--- config.mk ---
export PLATFORM = sky130hd
export DESIGN_NAME = reference_clock_path
export DESIGN_NICKNAME = d
export VERILOG_FILES = /design/src/hw/reference_clock_path.v /design/src/hw/tick_divider.v
export VERILOG_INCLUDE_DIRS = /design/src /design/src/inc
export SDC_FILE = /design/constraint.sdc
export NUM_CORES = 1
export LEC_CHECK = 0
export BUFFER_PORTS_ARGS = -buffer_cell sky130_fd_sc_hd__buf_4
export CAP_MARGIN = 20
export CORE_UTILIZATION = 60
export DETAILED_ROUTE_END_ITERATION = 7
export PLACE_DENSITY_LB_ADDON = 0.1
export SLEW_MARGIN = 20
export SYNTH_ARGS = -nofsm -noshare
export SYNTH_HDL_FRONTEND = slang
export SYNTH_SLANG_ARGS = --single-unit
--- constraint.sdc ---
create_clock -name clk_sys -period 7.14 [get_ports clk_sys]
set_input_delay 0.357 -clock clk_sys [delete_from_list [all_inputs] [get_ports clk_sys]]
set_output_delay 0.357 -clock clk_sys [all_outputs]
set_load 0.01 [all_outputs]
--- src/inc/ref_path_consts.vh ---
`ifndef REF_PATH_CONSTS_VH
`define REF_PATH_CONSTS_VH

// register byte offsets, one aligned word each
`define REG_CTRL 5'h00
`define REG_PREDIV 5'h04
`define REG_SCALER 5'h08
`define REG_POSTDIV 5'h0C
`define REG_STATUS 5'h10

// control register fields
`define CTRL_DOUBLER_BIT 0
`define CTRL_HIBAND_BIT 1
`define CTRL_CALTRIG_BIT 2

// status register fields
`define STAT_REFOK_BIT 0
`define STAT_CONFLICT_BIT 1
`define STAT_CALNOREF_BIT 2

// reset values and scaler factor limits
`define PREDIV_RESET 8'h01
`define POSTDIV_RESET 8'h01
`define SCALER_RESET 3'h1
`define DIV_ONE 8'h01
`define SCALER_ONE 3'h1
`define SCALER_MIN 3'h3
`define SCALER_MAX 3'h7

// reference presence timeout, 125 MHz system clock
`define CLK_PERIOD_PS 8000
`define REF_TIMEOUT_NS 1000
`define REF_TIMEOUT_CYC ((`REF_TIMEOUT_NS * 1000) / `CLK_PERIOD_PS)

`endif

--- src/hw/reference_clock_path.v ---
`timescale 1ns/100ps
`include "ref_path_consts.vh"

// Function
// - doubler enabled uses both reference edges
// - scaler multiplies by 3 to 7
// - scaler factor 1 passes through
// - pre-divider 1 to 255, 1 bypasses
// - post-divider 1 to 255 gives compare clock
// - compare rate is ref*dbl*scale/(pre*post)
module reference_clock_path #(
    parameter PERIOD_W = 16,
    parameter TIMEOUT_CYC = `REF_TIMEOUT_CYC
) (
    input wire clk_sys,
    input wire rst_b,
    input wire [4:0] avs_address,
    input wire avs_read,
    input wire avs_write,
    input wire [31:0] avs_writedata,
    input wire [3:0] avs_byteenable,
    output reg [31:0] avs_readdata,
    output reg avs_waitrequest,
    input wire referenceClockInput,
    output reg phaseCompareClk,
    output reg scalerHighBand,
    output reg calibrationStart
);
    // configuration registers
    reg doublerEnable_q; // reference_doubler_enable
    reg [7:0] preDiv_q; // pre-divider value
    reg [2:0] scalerFactor_q; // frequency_scaler_factor
    reg [7:0] postDiv_q; // post-divider value
    reg calNoRef_q; // sticky: trigger seen with no reference

    // reference edge and presence state
    reg refPrev_q; // previous sample of the reference pin
    reg [PERIOD_W-1:0] refIdle_q; // cycles since last reference edge
    reg refOk_q; // reference toggling within timeout

    // scaler state
    reg [PERIOD_W-1:0] periodCnt_q; // running period count of pre-divided ticks
    reg [PERIOD_W-1:0] period_q; // last measured period
    reg [PERIOD_W+2:0] acc_q; // phase accumulator
    reg [2:0] factor_q; // factor in force for this input period
    reg [2:0] emitted_q; // events produced this input period
    reg scaleTick_q; // scaler output tick

    wire refRise; // rising edge of the sampled reference
    wire refFall; // falling edge of the sampled reference
    wire edgeTick; // doubler output tick
    wire preTick; // pre-divider output tick
    wire postTick; // post-divider output tick
    wire scalerActive; // factor 3..7 selected
    wire busReq; // a bus request is pending
    wire accept; // request completes on this edge
    wire wrLow; // low byte lane write enable
    wire [PERIOD_W+2:0] accNext; // accumulator plus factor
    wire [PERIOD_W+2:0] periodWide; // measured period widened

    assign refRise = referenceClockInput & ~refPrev_q;
    assign refFall = ~referenceClockInput & refPrev_q;
    // both edges count when doubling, the rising edge otherwise
    assign edgeTick = doublerEnable_q ? (refRise | refFall) : refRise;
    assign scalerActive = (scalerFactor_q >= `SCALER_MIN) && (scalerFactor_q <= `SCALER_MAX);
    assign busReq = avs_read | avs_write;
    assign accept = busReq & ~avs_waitrequest;
    assign wrLow = avs_write & accept & avs_byteenable[0];
    assign accNext = acc_q + {{PERIOD_W{1'b0}}, factor_q};
    assign periodWide = {3'h0, period_q};

    // sample reference for edge detection
    always @(posedge clk_sys or negedge rst_b) begin
        if (!rst_b) begin
            refPrev_q <= 1'b0;
        end else begin
            refPrev_q <= referenceClockInput;
        end
    end

    // reference presence watchdog, saturating idle count
    always @(posedge clk_sys or negedge rst_b) begin
        if (!rst_b) begin
            refIdle_q <= {PERIOD_W{1'b0}};
            refOk_q <= 1'b0;
        end else begin
            if (refRise | refFall) begin
                refIdle_q <= {PERIOD_W{1'b0}};
                refOk_q <= 1'b1;
            end else if (refIdle_q >= TIMEOUT_CYC[PERIOD_W-1:0]) begin
                refOk_q <= 1'b0; // gone quiet too long
            end else begin
                refIdle_q <= refIdle_q + {{(PERIOD_W-1){1'b0}}, 1'b1};
            end
        end
    end

    // pre-divider on the doubler output
    tick_divider #(
        .DIV_W(8)
    ) u_pre_div (
        .clk_sys(clk_sys),
        .rst_b(rst_b),
        .tickIn(edgeTick),
        .divValue(preDiv_q),
        .tickOut(preTick)
    );

    // measure pre-divided period in system cycles, saturating
    always @(posedge clk_sys or negedge rst_b) begin
        if (!rst_b) begin
            periodCnt_q <= {PERIOD_W{1'b0}};
            period_q <= {PERIOD_W{1'b0}};
        end else begin
            if (preTick) begin
                period_q <= periodCnt_q + {{(PERIOD_W-1){1'b0}}, 1'b1};
                periodCnt_q <= {PERIOD_W{1'b0}};
            end else if (periodCnt_q != {PERIOD_W{1'b1}}) begin
                periodCnt_q <= periodCnt_q + {{(PERIOD_W-1){1'b0}}, 1'b1};
            end
        end
    end

    // scaler: spreads factor events over the last measured period
    // output rate is bounded by the system clock; the spacing follows
    // the previous period, so a changing reference settles one period late
    always @(posedge clk_sys or negedge rst_b) begin
        if (!rst_b) begin
            acc_q <= {(PERIOD_W+3){1'b0}};
            factor_q <= `SCALER_ONE;
            emitted_q <= 3'h0;
            scaleTick_q <= 1'b0;
        end else begin
            scaleTick_q <= 1'b0;
            if (preTick) begin
                // first event of each period aligns to the input tick
                scaleTick_q <= 1'b1;
                acc_q <= {(PERIOD_W+3){1'b0}};
                emitted_q <= 3'h1;
                // factor changes only at an input tick, keeping whole periods
                factor_q <= scalerActive ? scalerFactor_q : `SCALER_ONE;
            end else if (emitted_q < factor_q) begin
                if (accNext >= periodWide) begin
                    scaleTick_q <= 1'b1;
                    acc_q <= accNext - periodWide;
                    emitted_q <= emitted_q + 3'h1;
                end else begin
                    acc_q <= accNext;
                end
            end
        end
    end

    // post-divider forms the phase compare rate
    tick_divider #(
        .DIV_W(8)
    ) u_post_div (
        .clk_sys(clk_sys),
        .rst_b(rst_b),
        .tickIn(scaleTick_q),
        .divValue(postDiv_q),
        .tickOut(postTick)
    );

    // compare clock: one high cycle per output period
    always @(posedge clk_sys or negedge rst_b) begin
        if (!rst_b) begin
            phaseCompareClk <= 1'b0;
        end else begin
            phaseCompareClk <= postTick;
        end
    end

    // bus handshake: one wait cycle, then a single-cycle acceptance
    always @(posedge clk_sys or negedge rst_b) begin
        if (!rst_b) begin
            avs_waitrequest <= 1'b1;
        end else begin
            avs_waitrequest <= ~(busReq & avs_waitrequest);
        end
    end

    // register writes; only the low lane carries fields
    always @(posedge clk_sys or negedge rst_b) begin
        if (!rst_b) begin
            doublerEnable_q <= 1'b0;
            scalerHighBand <= 1'b0;
            preDiv_q <= `PREDIV_RESET;
            scalerFactor_q <= `SCALER_RESET;
            postDiv_q <= `POSTDIV_RESET;
        end else if (wrLow) begin
            case (avs_address)
                `REG_CTRL: begin
                    doublerEnable_q <= avs_writedata[`CTRL_DOUBLER_BIT];
                    scalerHighBand <= avs_writedata[`CTRL_HIBAND_BIT];
                end
                `REG_PREDIV: begin
                    preDiv_q <= avs_writedata[7:0];
                end
                `REG_SCALER: begin
                    scalerFactor_q <= avs_writedata[2:0];
                end
                `REG_POSTDIV: begin
                    postDiv_q <= avs_writedata[7:0];
                end
                default: begin
                    // unmapped or read-only: ignored
                end
            endcase
        end
    end

    // calibration trigger pulse and missing-reference flag
    always @(posedge clk_sys or negedge rst_b) begin
        if (!rst_b) begin
            calibrationStart <= 1'b0;
            calNoRef_q <= 1'b0;
        end else begin
            calibrationStart <= 1'b0;
            if (wrLow && avs_address == `REG_CTRL && avs_writedata[`CTRL_CALTRIG_BIT]) begin
                if (refOk_q) begin
                    calibrationStart <= 1'b1;
                end else begin
                    calNoRef_q <= 1'b1;
                end
            end else if (wrLow && avs_address == `REG_STATUS && avs_writedata[`STAT_CALNOREF_BIT]) begin
                calNoRef_q <= 1'b0; // write one clears; a same-cycle set wins above
            end
        end
    end

    // read data registered together with the wait drop
    always @(posedge clk_sys or negedge rst_b) begin
        if (!rst_b) begin
            avs_readdata <= 32'h00000000;
        end else if (avs_read & avs_waitrequest) begin
            case (avs_address)
                `REG_CTRL: begin
                    avs_readdata <= {30'h00000000, scalerHighBand, doublerEnable_q};
                end
                `REG_PREDIV: begin
                    avs_readdata <= {24'h000000, preDiv_q};
                end
                `REG_SCALER: begin
                    avs_readdata <= {29'h00000000, scalerFactor_q};
                end
                `REG_POSTDIV: begin
                    avs_readdata <= {24'h000000, postDiv_q};
                end
                `REG_STATUS: begin
                    // conflict shows the doubler and scaler both selected
                    avs_readdata <= {29'h00000000, calNoRef_q,
                        doublerEnable_q & scalerActive, refOk_q};
                end
                default: begin
                    avs_readdata <= 32'h00000000; // unmapped reads zero
                end
            endcase
        end
    end
endmodule

--- src/hw/tick_divider.v ---
`timescale 1ns/100ps
`include "ref_path_consts.vh"

// divides a stream of one-cycle ticks by an 8-bit value
module tick_divider #(
    parameter DIV_W = 8
) (
    input wire clk_sys,
    input wire rst_b,
    input wire tickIn,
    input wire [DIV_W-1:0] divValue,
    output reg tickOut
);
    reg [DIV_W-1:0] count_q; // ticks seen in current output period
    reg [DIV_W-1:0] div_q; // divisor in force for current period
    wire [DIV_W-1:0] divEff; // zero behaves as bypass
    wire lastTick; // this tick closes the period

    assign divEff = (div_q == {DIV_W{1'b0}}) ? `DIV_ONE : div_q;
    assign lastTick = (count_q >= divEff - `DIV_ONE);

    // count ticks; new divisor is taken only at a period boundary so no runt appears
    always @(posedge clk_sys or negedge rst_b) begin
        if (!rst_b) begin
            count_q <= {DIV_W{1'b0}};
            div_q <= `DIV_ONE;
            tickOut <= 1'b0;
        end else begin
            tickOut <= 1'b0;
            if (tickIn) begin
                if (lastTick) begin
                    tickOut <= 1'b1;
                    count_q <= {DIV_W{1'b0}};
                    div_q <= divValue;
                end else begin
                    count_q <= count_q + `DIV_ONE;
                end
            end
        end
    end
endmodule

==> results of run 1 <==
## power breakdown
part           total (mW)  switching (mW)  internal [mW]  leakage [nW]
clock               0.832           0.352          0.479         0.264
sequential           1.27           0.220           1.05          1.84
combinational        2.61            1.44           1.17          2.24
## sequential cells by signal, summed over array words and instances (netlist names), 3 cells and up
name	count
acc_q	19
periodCnt_q	16
period_q	16
refIdle_q	16
avs_readdata	8
postDiv_q	8
preDiv_q	8
u_post_div.count_q	8
u_post_div.div_q	8
u_pre_div.count_q	8
u_pre_div.div_q	8
emitted_q	3
factor_q	3
scalerFactor_q	3
## final timing paths
path                                              start                          end  slack [ns]  depth (start not counted)
setup reg to reg                factor_q[0]$_DFFE_PN1P_         acc_q[6]$_DFFE_PN0P_        2.53                         17
max in group asynchronous                         rst_b  u_pre_div.tickOut$_DFF_PN0_        5.25                          3
hold reg to reg            u_post_div.tickOut$_DFF_PN0_    phaseCompareClk$_DFF_PN0_        0.35                          0
setup / recovery                factor_q[0]$_DFFE_PN1P_         acc_q[6]$_DFFE_PN0P_        2.53                         17
min in group asynchronous                         rst_b     period_q[14]$_DFFE_PN0P_        0.54                          2
hold / removal                      referenceClockInput          refPrev_q$_DFF_PN0_        0.06                          1
## layout by cell type, fill, tap and decap left out, types with 8 or more instances in the layout
cell type / n
a211oi_1: 8
a21o_1: 17
a21oi_1: 55
and2_1: 14
and3_1: 14
buf_4: 32
clkbuf_16: 17
conb_1: 24
dfrtp_1: 135
ha_1: 47
inv_1: 39
mux2_2: 43
mux2i_1: 16
nand2_1: 67
nand2b_1: 12
nand3_1: 28
nor2_1: 75
nor3_1: 10
o21ai_0: 51
or3_1: 9
xnor2_1: 36
xor2_1: 33
## what timing repair did
item | in CTS | in global routing
gates resized for setup | 0 | 0
hold buffers | 1 | 0
endpoints found under the hold margin | 27 | 0
## worst max-delay path, cell delays in order (launching register included)
cell      delay, ns
dfstp_2        0.55
ha_1           0.18
fa_1           0.23
a21oi_1        0.12
nor3_1         0.25
nand2_1        0.17
nor2_1         0.17
xor2_1         0.23
ha_1           0.33
a21o_1         0.21
a21o_1         0.18
a21o_1         0.21
a211oi_4       0.34
nand4_4        0.48
or4_1          0.59
a21oi_1        0.14
a21oi_1        0.05
nor2_1         0.09
## kinds of logic after synthesis
family	after synthesis	synth area share, %
XOR/XNOR	69	7.32
multiplexers	59	7.80
buffers and inverters	88	5.21
other	1	0.0454
AO/OA/AOI/OAI	167	12.2
adder cells (fa/ha/maj)	49	7.60
AND/OR/NAND/NOR	272	16.4
flip-flops	143	43.4
## layout make-up
| type | instances | area [um^2] |
|---|---|---|
| clock buffers | 19 | 433 |
| clock inverters | 12 | 113 |
| fillers | 1027 | 4250 |
| inverters | 40 | 150 |
| multi-input cells | 640 | 4330 |
| flip-flops and latches | 143 | 3590 |
| well taps | 176 | 220 |
| repair buffers | 34 | 262 |
## routing by layer
metal | GRT usage, % | vias up | part of all wire, %
met5 | 0 | - | 0
met2 | 40.3 | 137 | 48
met3 | 5.56 | 24 | 3.5
met1 | 33.9 | 2997 | 47
met4 | 7.11 | 0 | 1.3
li1 | - | 2976 | -
## metrics by stage
step | util, % | worst slack [ns] | std cells | hold slack (ns) | area [um^2]
2_1_floorplan | - | 3.51 | 871 | 0.0614 | 8350
3_3_place_gp | 64.0 | 2.76 | 1032 | 0.334 | 8540
3_5_place_dp | 64.0 | 2.66 | 1032 | 0.342 | 8540
4_1_cts | 68.2 | 2.57 | 1064 | 0.0402 | 9100
5_1_grt | 68.2 | 2.17 | 1064 | 0.0391 | 9100
6_report | 68.2 | 2.53 | 1064 | 0.0551 | 9100
==> metrics.txt, run 1 <==
Tot GR Track Use=25.0%; fin. max-slew vios=0; commonest cells in the netlist=dfrtp_1 (136), nor2_1 (75), nand2_1 (67), a21oi_1 (56), o21ai_0 (51); htree depth=4; I/O pin total=82; GP Congestion=0.846; first-pass GRT wire length=28.6 mm; top cells by area, synth=dfrtp_1 (41%), ha_1 (7.1%), mux2_2 (5.9%); DR pass1 iterations=5; Post-DP HPWL=11.6 mm; initial antenna violation count=0; Final Hold Viols=0; Setup Viol. Count Final=0; Post-Synthesis Cell Area=8260 um^2; clk sinks=143; worst vdd ir=0.000308 V; Num CTS Buffers=17; vias=6,134; Critical Path Fanout Max=37; diodes inserted=0; pwr dens=518 nW/um^2; max-cap viol count=0; Final Cycle Share=64.6%; largest net degree at the start of global routing=78; Core Footprint=13,300 um^2; Clock Latency Late Sink=0.43 ns; TNS Setup=0 ns; full die area=14,200 um^2; CTS root buf=clkbuf_16; Overflow after GRT=0; Nets=971; Leakage=4.35 nW; ys async rst share=100%; CTS clk-pin slew, worst paths=0.06 ns; die span in x=119 um; Worst Tran Pin Value=0.835 ns; largest area contributor in the netlist=dfrtp_1; Area Growth Syn to Fin=10.2%; Worst Path Required=7.49 ns; Post-Route WL=16.6 mm; Final Power=4.71 mW; minimum clock period=4.61 ns; Critical Path AT=4.96 ns; EDFF count, synth=0; top cell type's share of synthesized area=41.2%; Setup CP Type=flop to flop; Post-CTS Setup Bufs=0; top_reg_cell synth=dfrtp_1; CTS max path bufs=2; worst min path class=primary input to flop; Worst Skew=0.0138 ns; Syn Area/Cell=9.74 um^2; Seq cells post-synth=143; Die Ht=119 um; most instantiated library cell after synthesis=dfrtp_1; sequential cell area fraction in the yosys report=43.4%; Max Clk Rate=217 MHz; drt drc=0; initial DRC count=366; Cell variety after synth=58; status=finished, final reports clean; IO buf count=30; CP Capture Type=flop; Ys Warns=0; Via density=5.77; max_slew headroom=44.4%; share of layout cells above drive strength 1=14.1%; TritonCTS clock tree=done; Initial Utilization=61.9%; startpoint types=flop; RSZ-0062 raised after global routing=no; vias in the first global route=6,027; Post-Syn Instances=848; Cell Rows=42; Final ANT Viol Nets=0; Wirelength per Cell=15.6 um
No activity file was read; power rests on OpenSTA's default activity.
==> run 2: changes to the inputs <==
==> constraint.sdc (replaced) <==
create_clock -name clk_sys -period 4.3 [get_ports clk_sys]
set_input_delay 0.215 -clock clk_sys [delete_from_list [all_inputs] [get_ports clk_sys]]
set_output_delay 0.215 -clock clk_sys [all_outputs]
set_load 0.01 [all_outputs]
==> run 2 against run 1 <==
  * Power up 71%
  * First-iteration DRC count down 0.27%
  * Final cell count up 1.1%
  * Highest routed layer unchanged
  * Wire length up 0.78%
  * Critical path type unchanged
==> metrics.txt, run 2 (same netlist as run 1, synthesis figures left out) <==
Final Cycle Share=94.4% (+30 points); Setup Viol. Count Final=0 (unchanged); TritonCTS clock tree=done; pwr dens=871 nW/um^2 (+68%); CP Capture Type=flop; Initial Utilization=61.9% (unchanged); Num CTS Buffers=17 (unchanged); initial DRC count=365 (-0.27%); Area Growth Syn to Fin=12.0%; CTS max path bufs=2 (unchanged); GP Congestion=0.823 (-2.7%); vias=6,164 (+0.49%); first-pass GRT wire length=28.0 mm (-1.9%); Post-Place Worst Slack=0.117 ns (-2.55 ns); final setup margin=0.239 ns (-2.29 ns); Core Footprint=13,300 um^2 (unchanged); IO buf count=30 (unchanged); Cell Rows=42 (unchanged); Overflow after GRT=0 (unchanged); largest net degree at the start of global routing=111 (+42%); worst min path class=primary input to flop; minimum clock period=4.06 ns (-0.550 ns); commonest cells after routing, fill and taps aside=dfrtp_1 (135), nor2_1 (75), nand2_1 (67), a21oi_1 (54), o21ai_0 (51); Leakage=4.43 nW (+1.8%); Setup CP Type=flop to flop; Top reg by flops=acc_q; drt drc=0 (unchanged); max reg flops=19 (unchanged); Nets=982 (+1.1%); area occupied by multi-input gates=4340 um^2 (+0.26%); fin. max-slew vios=0 (unchanged); CTS clk-pin slew, worst paths=0.06 ns (about the same); Via density=5.73 (-0.63%); full die area=14,200 um^2 (unchanged); max_slew headroom=40.8% (-3.5 points); CTS root buf=clkbuf_16; Final Hold Viols=0 (unchanged); worst vdd ir=0.000444 V (+44%); filler cell count=1,053 (+2.5%); Hold WS=0.0297 ns (-0.0254 ns); Worst Skew=0.00643 ns (-0.00741 ns); Post-Route WL=16.7 mm (+0.78%); Worst Path Required=4.65 ns (-2.84 ns); Worst Tran Pin Value=0.887 ns (+0.0527 ns); diodes inserted=0 (unchanged); htree depth=4 (unchanged); Clock Latency Late Sink=0.42 ns (about the same); Tot GR Track Use=25.0% (-0.029 points); commonest non-fill, non-tap cell in the layout=dfrtp_1; non-filler cells in the finished layout=1,076 (+1.1%); max-cap viol count=0 (unchanged); status=finished, final reports clean; Sequential Area=3590 um^2 (unchanged); DR pass1 iterations=4 (-1); Wirelength per Cell=15.5 um (-0.35%); Die Ht=119 um (unchanged); die span in x=119 um (unchanged); Final ANT Viol Nets=0 (unchanged); r2r setup slk=0.24 ns (-2.29 ns); Max Clk Rate=246 MHz (+14%); utilization after layout=69.3% (+1.1 points); initial antenna violation count=0 (unchanged); vias in the first global route=5,880 (-2.4%); Critical Path AT=4.41 ns (-0.55 ns); dpl cells=1,037 (+0.48%); Critical Path Fanout Max=11 (-70%); clk sinks=143 (unchanged); I/O pin total=82 (unchanged); startpoint types=flop; TNS Setup=0 ns (unchanged); Post-DP HPWL=11.8 mm (+1.4%); share of layout cells above drive strength 1=15.2% (+1.1 points)
## run 2: worst paths after layout
kind                            cells past startpoint                          from                    endpoint
worst max register to register                     17       factor_q[0]$_DFFE_PN1P_        acc_q[6]$_DFFE_PN0P_
max in group asynchronous                           3                         rst_b  periodCnt_q[2]$_DFFE_PN0P_
worst min-delay path                                2              avs_writedata[4]     preDiv_q[4]$_DFFE_PN0P_
worst max-delay path                               17       factor_q[0]$_DFFE_PN1P_        acc_q[6]$_DFFE_PN0P_
min in group asynchronous                           2                         rst_b       acc_q[13]$_DFFE_PN0P_
worst min register to register                      0  u_post_div.tickOut$_DFF_PN0_   phaseCompareClk$_DFF_PN0_
## run 2: critical path, stage by stage (launching register included)
cell      delay (ns)
dfstp_2         0.55
ha_1            0.19
fa_2            0.25
a21oi_2         0.09
nor3_2          0.18
nand2_1         0.14
nor2_1          0.15
xor2_1          0.20
ha_1            0.31
a21o_1          0.20
a21o_1          0.19
a21o_1          0.22
a211oi_4        0.30
nand4_4         0.22
or4_1           0.46
a21oi_1         0.18
a21oi_1         0.08
nor2_1          0.10
## run 2: timing repair
action                                  in CTS  in global routing
endpoints found under the setup margin       0                 17
hold buffers                                 4                  0
buffers inserted                             0                  3
hold endpoints to repair                   104                  0
resized for setup                            0                  5
## run 2: per-stage QoR
step	power, mW	instance area, um^2
after CTS	8.03	9210
after detailed placement	6.52	8580
after floorplan	5.57	8350
after global placement	6.27	8580
final	8.06	9250
after global routing	8.80	9250
## run 2: cell type report
type,instances,area share [%]
clock buffers,19,4.68
clock inverters,13,1.65
inverters,40,1.62
multi-input cells,640,47.0
flip-flops and latches,143,38.8
well taps,176,2.38
repair buffers,45,3.91
## run 2: routing by layer
metal,share of wire [%],global-route usage (%)
met1,47,33.2
met2,48,40.1
met3,3.3,5.70
met4,1.3,8.83
met5,0,0
## run 2: where the power goes
group	total, mW	internal [mW]	switching, mW
combinational	4.48	2.04	2.44
sequential	2.11	1.74	0.369
clock	1.46	0.868	0.593
total	8.06	4.65	3.40
